[src/logic/sar_sequencer_defs.vh]
// constants for the successive-approximation conversion sequencer
`ifndef SAR_SEQUENCER_DEFS_VH
`define SAR_SEQUENCER_DEFS_VH
`define CODE_WIDTH 16
`define CODE_MSB_ONE 16'h8000
`define CODE_RESET 16'h0000
`define SYS_CLK_HZ 10000000
`define SETTLE_NS 100
`define SETTLE_CYCLES (((`SETTLE_NS * (`SYS_CLK_HZ / 1000000)) + 999) / 1000)
`define STEP_CNT_WIDTH 5
`define STEP_LAST 5'h0F
`define GRADE_2MSPS 2'h0
`define GRADE_1MSPS 2'h1
`define GRADE_500KSPS 2'h2
`endif

[src/logic/sar_conversion_sequencer.v]
// successive-approximation conversion sequencer
// ---------------------------------------------------------------
// ---------------------------------------------------------------
`timescale 1ns/10ps
`include "sar_sequencer_defs.vh"

module sar_conversion_sequencer #(
   parameter [1:0] SPEED_GRADE = `GRADE_2MSPS
) (
   // clock and reset
   input wire SYS_CLK,
   input wire RESETN,
   // host pins
   input wire CONVERT_START,
   input wire SERIAL_IN_MODE_SELECT,
   // configuration
   input wire LOW_CHARGE_EN,
   // comparator
   input wire COMPARATOR_OUT,
   // analog switch control
   output reg POSITIVE_ARRAY_GROUND_SWITCH,
   output reg NEGATIVE_ARRAY_GROUND_SWITCH,
   output reg ARRAYS_TO_INPUT,
   output reg [15:0] TRIAL_BITS,
   output reg CONVERTER_POWER_ON,
   output reg LOW_CHARGE_MODE,
   // result
   output reg [15:0] RESULT_CODE,
   output reg RESULT_VALID,
   output reg BUSY_INDICATOR,
   output reg CHAIN_MODE,
   output reg CONVERTING
);

// ---------------------------------------------------------------
// states
// ---------------------------------------------------------------
localparam [4:0] ST_ACQUIRE = 5'h01;
localparam [4:0] ST_OPEN_SW = 5'h02;
localparam [4:0] ST_HOLD = 5'h04;
localparam [4:0] ST_TRIAL = 5'h08;
localparam [4:0] ST_DONE = 5'h10;

// ---------------------------------------------------------------
// input synchronisers
// ---------------------------------------------------------------
wire cnv_level;
wire sdi_level;
reg cnv_prev_reg;
wire cnv_rise = cnv_level & ~cnv_prev_reg;

// convert pin, two flip-flops before any logic
pin_sync2 i_cnv_sync (
   .clk(SYS_CLK),
   .resetn(RESETN),
   .pin(CONVERT_START),
   .level(cnv_level)
);

// mode pin, two flip-flops before any logic
pin_sync2 i_sdi_sync (
   .clk(SYS_CLK),
   .resetn(RESETN),
   .pin(SERIAL_IN_MODE_SELECT),
   .level(sdi_level)
);

// previous convert level; resets to the idle low of the pin
always @(posedge SYS_CLK) begin
   if (!RESETN) begin
      cnv_prev_reg <= 1'b0;
   end else begin
      cnv_prev_reg <= cnv_level;
   end
end

// ---------------------------------------------------------------
// sequencer
// ---------------------------------------------------------------
reg [4:0] state_reg;
reg [4:0] state_next;
reg [4:0] step_reg;
reg [4:0] step_next;
reg [15:0] trial_next;
reg [15:0] weight_reg;
reg [15:0] weight_next;
reg [15:0] code_next;
reg valid_next;
reg busy_next;
reg chain_next;
reg cs_mode_reg;
reg cs_mode_next;

// ---------------------------------------------------------------
// next-state logic
// ---------------------------------------------------------------
always @* begin
   state_next = state_reg;
   step_next = step_reg;
   trial_next = TRIAL_BITS;
   weight_next = weight_reg;
   code_next = RESULT_CODE;
   valid_next = RESULT_VALID;
   busy_next = BUSY_INDICATOR;
   chain_next = CHAIN_MODE;
   cs_mode_next = cs_mode_reg;
   case (state_reg)
      ST_ACQUIRE: begin
         if (cnv_rise) begin
            state_next = ST_OPEN_SW;
            chain_next = ~sdi_level;
            cs_mode_next = sdi_level;
            busy_next = 1'b0;
         end
      end
      ST_OPEN_SW: begin
         // ground switches now open; arrays leave inputs next
         state_next = ST_HOLD;
      end
      ST_HOLD: begin
         state_next = ST_TRIAL;
         step_next = 5'h00;
         weight_next = `CODE_MSB_ONE;
         trial_next = `CODE_MSB_ONE;
      end
      ST_TRIAL: begin
         // keep bit if comparator says trial not above input
         if (COMPARATOR_OUT) begin
            trial_next = TRIAL_BITS & ~weight_reg;
         end else begin
            trial_next = TRIAL_BITS;
         end
         weight_next = weight_reg >> 1;
         trial_next = trial_next | (weight_reg >> 1);
         step_next = step_reg + 5'h01;
         if (step_reg == `STEP_LAST) begin
            state_next = ST_DONE;
         end
      end
      ST_DONE: begin
         code_next = TRIAL_BITS;
         valid_next = 1'b1;
         // busy indication gated in chip-select mode
         if (cs_mode_reg) begin
            busy_next = ~sdi_level | ~cnv_level;
         end else begin
            busy_next = 1'b1;
         end
         state_next = ST_ACQUIRE;
      end
      default: begin
         state_next = ST_ACQUIRE;
      end
   endcase
end

// ---------------------------------------------------------------
// sequencer registers
// ---------------------------------------------------------------
always @(posedge SYS_CLK) begin
   if (!RESETN) begin
      state_reg <= ST_ACQUIRE;
      step_reg <= 5'h00;
      weight_reg <= 16'h0000;
      cs_mode_reg <= 1'b0;
   end else begin
      state_reg <= state_next;
      step_reg <= step_next;
      weight_reg <= weight_next;
      cs_mode_reg <= cs_mode_next;
   end
end

// ---------------------------------------------------------------
// trial and result outputs
// ---------------------------------------------------------------
// current capacitor-array setting
always @(posedge SYS_CLK) begin
   if (!RESETN) begin
      TRIAL_BITS <= 16'h0000;
   end else begin
      TRIAL_BITS <= trial_next;
   end
end

// code and valid flag stand until the next result; busy clears at the next start
always @(posedge SYS_CLK) begin
   if (!RESETN) begin
      RESULT_CODE <= `CODE_RESET;
      RESULT_VALID <= 1'b0;
      BUSY_INDICATOR <= 1'b0;
   end else begin
      RESULT_CODE <= code_next;
      RESULT_VALID <= valid_next;
      BUSY_INDICATOR <= busy_next;
   end
end

// ---------------------------------------------------------------
// readout mode
// ---------------------------------------------------------------
always @(posedge SYS_CLK) begin
   if (!RESETN) begin
      CHAIN_MODE <= 1'b0;
   end else begin
      CHAIN_MODE <= chain_next;
   end
end

// ---------------------------------------------------------------
// analog switch control
// ---------------------------------------------------------------
// switches closed only while acquiring
always @(posedge SYS_CLK) begin
   if (!RESETN) begin
      POSITIVE_ARRAY_GROUND_SWITCH <= 1'b1;
      NEGATIVE_ARRAY_GROUND_SWITCH <= 1'b1;
   end else begin
      POSITIVE_ARRAY_GROUND_SWITCH <= (state_next == ST_ACQUIRE);
      NEGATIVE_ARRAY_GROUND_SWITCH <= (state_next == ST_ACQUIRE);
   end
end

// arrays leave inputs one cycle after switches open
always @(posedge SYS_CLK) begin
   if (!RESETN) begin
      ARRAYS_TO_INPUT <= 1'b1;
   end else begin
      ARRAYS_TO_INPUT <= (state_next == ST_ACQUIRE) |
         (state_next == ST_OPEN_SW);
   end
end

// ---------------------------------------------------------------
// power and status
// ---------------------------------------------------------------
// converter powered only between start and result
always @(posedge SYS_CLK) begin
   if (!RESETN) begin
      CONVERTER_POWER_ON <= 1'b0;
   end else begin
      CONVERTER_POWER_ON <= (state_next != ST_ACQUIRE);
   end
end

// conversion runs from the system clock alone
always @(posedge SYS_CLK) begin
   if (!RESETN) begin
      CONVERTING <= 1'b0;
   end else begin
      CONVERTING <= (state_next != ST_ACQUIRE);
   end
end

// low-charge mode follows the configuration bit
always @(posedge SYS_CLK) begin
   if (!RESETN) begin
      LOW_CHARGE_MODE <= 1'b0;
   end else begin
      LOW_CHARGE_MODE <= LOW_CHARGE_EN;
   end
end

endmodule

// ---------------------------------------------------------------
// two-stage pin synchroniser
// ---------------------------------------------------------------
module pin_sync2 (
   // clock and reset
   input wire clk,
   input wire resetn,
   // asynchronous pin and its synchronised level
   input wire pin,
   output wire level
);

reg [1:0] sync_reg;

// only the second stage is read
assign level = sync_reg[1];

always @(posedge clk) begin
   if (!resetn) begin
      sync_reg <= 2'h0;
   end else begin
      sync_reg <= {sync_reg[0], pin};
   end
end

endmodule

[config.mk]
export PLATFORM = sky130hd
export DESIGN_NAME = sar_conversion_sequencer
export DESIGN_NICKNAME = d
export VERILOG_FILES = /design/src/logic/sar_conversion_sequencer.v
export VERILOG_INCLUDE_DIRS = /design/src /design/src/logic
export SDC_FILE = /design/constraint.sdc
export NUM_CORES = 1
export LEC_CHECK = 0
export BUFFER_PORTS_ARGS = -buffer_cell sky130_fd_sc_hd__clkbuf_2
export CAP_MARGIN = 20
export CORE_MARGIN = 1
export CORE_UTILIZATION = 55
export DETAILED_ROUTE_END_ITERATION = 8
export GPL_TIMING_DRIVEN = 0
export PLACE_DENSITY_LB_ADDON = 0.12
export SLEW_MARGIN = 20
export SYNTH_ARGS = -nofsm -noshare
export SYNTH_HDL_FRONTEND = slang
export SYNTH_SLANG_ARGS = --single-unit
[constraint.sdc]
create_clock -name SYS_CLK -period 1.7 [get_ports SYS_CLK]
set_input_delay 0.255 -clock SYS_CLK [delete_from_list [all_inputs] [get_ports SYS_CLK]]
set_output_delay 0.255 -clock SYS_CLK [all_outputs]
set_load 0.02 [all_outputs]
==> results.yml, run 1 <==
drt:
  num_vias: 2555
  drt-initial-drc-count: 144
  viasPerCell: 5.90
  first_pass_iters: 5
  wl_mm: 6.62
  wl_per_cell_um: 15.3
  detail-route-antenna-nets: 0
  drc_errors: 0
sta:
  setup_violations: 0
  worstMarginPinSlew_ns: 0.594
  relSlewSlack: 0.604
  hold_violations: 0
  finalCriticalPeriod_ns: 1.59
  drv_slew: 0
  finClkSkew_ns: 0.0110
  fin_ws_ns: 0.113
  min_period_over_period: 0.934
  max_freq_ghz: 0.630
  fin_tns_setup_ns: 0
critical_path:
  worstSetupPathType: "reg2reg"
  arrival_ns: 1.87
  max_stage_delay_ns: 0.44
  cp-start-kind: "flop"
  end_kind: "flop"
  path_buf_inv: 2
  crit_slowest_cell: "or3b_4"
  path_cells: "buf_2 > or3b_4 > nor3_4 > buf_6 > and2_1"
  crit_fanout: 10
  critPathRequiredTime_ns: 1.98
  critical_path.top_delay_family: "simple AND/OR/NAND/NOR gates"
synth:
  synth_nets: 312
  ys_seq_area_frac: 0.505
  syn_avg_cell_area_um2: 9.26
  ys_top_cells_by_area: "dfxtp_1, nand3_1, a21oi_1, o21ai_0, a32o_1"
  ys_types: 40
  synth_area_leader_cell: "dfxtp_1"
  synth_warnings: 0
  ys_top_cells_by_count: "dfxtp_1, nand3_1, a21oi_1, o21ai_0, clkbuf_1"
  synth_edf_count: 0
  syn_inst: 304
  ys_ff_latch: 71
  syn_area_um2: 2820
  synth.most_common_cell: "dfxtp_1"
  synth-async-reset-ratio: 0
  synth_ff_type: "dfxtp_1"
  synthDominantCellAreaShare: 0.505
hold_path:
  min_path_type: "in2reg"
final_layout:
  areaGrowthSynthToFinish_pct: 21.0
  multi_input_area_um2: 1260
  ff_latch_area_um2: 1420
  postLayoutCoreUtil: 0.708
  diodes: 0
  nNetsFinal: 369
  num-fill-cells: 408
  drive_gt1_frac: 0.265
cts:
  postCtsHoldBufs: 0
  cts-buffers-inserted: 9
  cts_tree: "yes"
  root_buffer: "clkbuf_8"
  clkTransAtPathRegs_ns: 0.07
  ctsHtreeMaxLevel: 3
  insertion_delay_ns: 0.34
  cts_max_path_buffers: 2
  cts_sinks: 71
job:
  maxCapViolCount: 0
global_routing:
  antenna_found_initial: 0
  grt_pass1_wl_mm: 10.9
  grt_max_degree: 13
  grtUsageTotal: 0.273
  grt_pass1_vias: 2273
  grt_remaining_overflow: 0
die:
  num_rows: 25
  initial_core_util: 0.585
  core_um2: 4820
  die_w_um: 73.6
  io_pins: 47
  die-area_um2: 5410
  fp.dieH_um: 73.6
placed_design:
  io_buffer_count: 46
  globalplace.congestion: 0.843
  dp_hpwl_mm: 4.73
  pre_cts_slack_ns: -0.000251
pwr:
  p_leak_nw: 1.30
  p_per_area_nw_per_um2: 1000
  max-vdd-ir-drop_uv: 644
outcome:
  outcome: "completed"
metal layers:
layer / global-route usage / routed length, um
met1: 0.375 / 3140
met5: 0 / 0
met4: 0.132 / 154
met3: 0.0686 / 368
met2: 0.399 / 2960
final cells by class:
cell class,count,share of cell area
tap,67,0.0246
clock inverter,4,0.0224
timing repair buffer,47,0.0698
inverter,4,0.00441
clock buffer,12,0.0485
sequential,71,0.417
buffer,27,0.0430
multi-input combinational,201,0.370
stage by stage:
stage                     power (mW)  hold slack (ns)  instance area [um^2]  std cells
final                           3.41            0.114                  3410        433
after global routing            3.53            0.103                  3410        433
after CTS                       3.43            0.101                  3380        433
after detailed placement        1.88            0.430                  3130        417
after global placement          1.88            0.419                  3130        417
after floorplan                 1.83            0.382                  2820        304
placed cells by master, fill, tap and decap left out, types with 2 or more instances in the layout:
master | netlist | routed
nand2b_1 | 3 | 3
dfxtp_1 | 71 | 70
nand4b_1 | 2 | 2
o21a_1 | 3 | 3
o31ai_1 | 2 | 2
and3_1 | 3 | 3
nor3_1 | 4 | 3
nor2_1 | 3 | 3
a32o_1 | 8 | 8
bufinv_16 | 0 | 2
o21ai_0 | 39 | 39
a21boi_0 | 2 | 2
nor2b_1 | 4 | 3
nand3_1 | 47 | 47
buf_4 | 2 | 3
clkbuf_2 | 0 | 49
a31oi_1 | 3 | 3
or3_1 | 4 | 4
inv_1 | 4 | 4
ha_1 | 2 | 2
nand2_1 | 3 | 3
clkbuf_8 | 0 | 12
a21oi_1 | 39 | 39
a32o_2 | 7 | 7
clkbuf_1 | 13 | 9
and2_1 | 8 | 8
buf_2 | 8 | 9
nor3b_4 | 2 | 2
buf_6 | 3 | 3
worst paths after layout:
check / from / end / slack [ns] / cells past startpoint
max reg2reg: state_reg[2]$_SDFF_PN0_ / state_reg[4]$_SDFF_PN0_ / 0.11 / 5
min reg2reg: i_sdi_sync.sync_reg[0]$_SDFF_PN0_ / i_sdi_sync.sync_reg[1]$_SDFF_PN0_ / 0.44 / 1
max: state_reg[2]$_SDFF_PN0_ / state_reg[4]$_SDFF_PN0_ / 0.11 / 5
min: SERIAL_IN_MODE_SELECT / i_sdi_sync.sync_reg[0]$_SDFF_PN0_ / 0.11 / 2
cells by family (layout without fill, tap and decap cells):
group | Yosys count | after routing | share of synthesized area
adder cells (fa/ha/maj) | 2 | 2 | 0.00888
AND/OR/NAND/NOR | 90 | 90 | 0.191
XOR/XNOR | 1 | 1 | 0.00311
buffers and inverters | 32 | 94 | 0.0569
AO/OA/AOI/OAI | 108 | 108 | 0.235
flip-flops | 71 | 71 | 0.505
report_power, final:
part | internal (mW) | switching (mW)
Sequential | 1.68 | 0.00957
Combinational | 0.0485 | 0.108
Clock | 0.949 | 0.617
Total | 2.67 | 0.734
repair_timing:
item | CTS | global route
setup buffers | 0 | 1
resized for setup | 1 | 12
endpoints found under the setup margin | 10 | 33
(Power assumes the default switching activity.)
==> inputs of run 2 (changes only) <==
Settings changed: RECOVER_POWER set to 100.
==> run 2 against run 1 <==
Critical path depth stayed put. Non-clock buffer count stayed put. Via count is 1.3% lower. Flip-flop and latch count stayed put. Clock skew is 0.00078 ns lower. Final area hardly changed. Global-route usage stayed put. Critical endpoint unchanged.
==> results.yml, run 2 (same netlist as run 1, synthesis figures left out) <==
outcome:
  outcome: "completed"
sta:
  relSlewSlack: 0.609
  drv_slew: 0
  finClkSkew_ns: 0.0102
  worstMarginPinSlew_ns: 0.587
  holdWs_ns: 0.113
  min_period_over_period: 0.932
  fin_tns_setup_ns: 0
  setup_violations: 0
  finalCriticalPeriod_ns: 1.59
  hold_violations: 0
  fin_ws_ns: 0.115
  max_freq_ghz: 0.631
cts:
  root_buffer: "clkbuf_8"
  ctsHtreeMaxLevel: 3
  postCtsHoldBufs: 0
  insertion_delay_ns: 0.34
  cts-buffers-inserted: 9
  cts_tree: "yes"
  cts_max_path_buffers: 2
  clkTransAtPathRegs_ns: 0.07
  cts_sinks: 71
placed_design:
  globalplace.congestion: 0.843
  io_buffer_count: 46
  dp_hpwl_mm: 4.73
  pre_cts_slack_ns: -0.000251
global_routing:
  grtUsageTotal: 0.273
  antenna_found_initial: 0
  grt_max_degree: 13
  grt_remaining_overflow: 0
  grt_pass1_wl_mm: 10.9
  grt_pass1_vias: 2273
drt:
  drc_errors: 0
  num_vias: 2523
  drt-initial-drc-count: 160
  wl_per_cell_um: 15.4
  detail-route-antenna-nets: 0
  viasPerCell: 5.83
  wl_mm: 6.68
  first_pass_iters: 4
final_layout:
  ff_latch_area_um2: 1420
  diodes: 0
  areaGrowthSynthToFinish_pct: 21.0
  multi_input_area_um2: 1260
  layout_common_cells: "dfxtp_1, clkbuf_2, nand3_1"
  num-fill-cells: 409
  drive_gt1_frac: 0.262
  nNetsFinal: 369
  postLayoutCoreUtil: 0.707
  final_common_cell: "dfxtp_1"
critical_path:
  cp-start-kind: "flop"
  max_stage_delay_ns: 0.45
  crit_slowest_cell: "or3b_4"
  reg2reg_slack_ns: 0.11
  path_buf_inv: 2
  path_cells: "buf_2 > or3b_4 > nor3_4 > buf_6 > and2_1"
  arrival_ns: 1.87
  critical_path.top_delay_family: "simple AND/OR/NAND/NOR gates"
  critPathRequiredTime_ns: 1.98
  worstSetupPathType: "reg2reg"
  end_kind: "flop"
  crit_fanout: 10
die:
  fp.dieH_um: 73.6
  die-area_um2: 5410
  io_pins: 47
  core_um2: 4820
  die_w_um: 73.6
  num_rows: 25
  initial_core_util: 0.585
pwr:
  power.total_mw: 3.41
  p_leak_nw: 1.30
  p_per_area_nw_per_um2: 1000
  max-vdd-ir-drop_uv: 645
hold_path:
  min_path_type: "in2reg"
job:
  maxCapViolCount: 0
==> run 2: metrics by stage <==
stage	instance area, um^2	instances
2_1_floorplan	2820	304
3_3_place_gp	3130	417
3_5_place_dp	3130	417
4_1_cts	3380	433
5_1_grt	3410	433
6_report	3410	433
==> run 2: routing by layer <==
| metal | global-route usage | routed length, um | up-vias |
|---|---|---|---|
| met5 | 0 | 0 | - |
| met4 | 0.132 | 65 | 0 |
| met1 | 0.375 | 3260 | 1210 |
| li1 | - | - | 1241 |
| met2 | 0.399 | 3060 | 66 |
| met3 | 0.0686 | 301 | 6 |
==> run 2: repair_timing <==
| item | in CTS | in global routing |
|---|---|---|
| setup buffers | 0 | 1 |
| resized for setup | 1 | 12 |
| endpoints found under the setup margin | 10 | 33 |
==> run 2: report_power, final <==
part / leakage, nW / switching (mW) / internal (mW)
registers: 0.574 / 0.00975 / 1.68
logic: 0.606 / 0.107 / 0.0479
clock network: 0.119 / 0.619 / 0.949
total: 1.30 / 0.736 / 2.67
==> run 2: final cells by class <==
type | count | share of cell area
buffer | 27 | 0.0430
clock buffer | 12 | 0.0485
clock inverter | 4 | 0.0224
inverter | 4 | 0.00441
multi-input combinational | 201 | 0.370
sequential | 71 | 0.418
tap | 67 | 0.0246
timing repair buffer | 47 | 0.0694
==> run 2: worst register-to-register path: cells and delay by family, from the launching register on <==
| family | cells | cell delay [ns] |
|---|---|---|
| AND/OR/NAND/NOR | 3 | 0.84 |
| buffers and inverters | 2 | 0.38 |
| flip-flops | 1 | 0.30 |
==> run 2: final timing paths <==
| path | start | endpoint | cells after the start |
|---|---|---|---|
| setup reg to reg | state_reg[2]$_SDFF_PN0_ | state_reg[4]$_SDFF_PN0_ | 5 |
| hold / removal | SERIAL_IN_MODE_SELECT | i_sdi_sync.sync_reg[0]$_SDFF_PN0_ | 2 |
| setup / recovery | state_reg[2]$_SDFF_PN0_ | state_reg[4]$_SDFF_PN0_ | 5 |
| hold reg to reg | i_sdi_sync.sync_reg[0]$_SDFF_PN0_ | i_sdi_sync.sync_reg[1]$_SDFF_PN0_ | 1 |
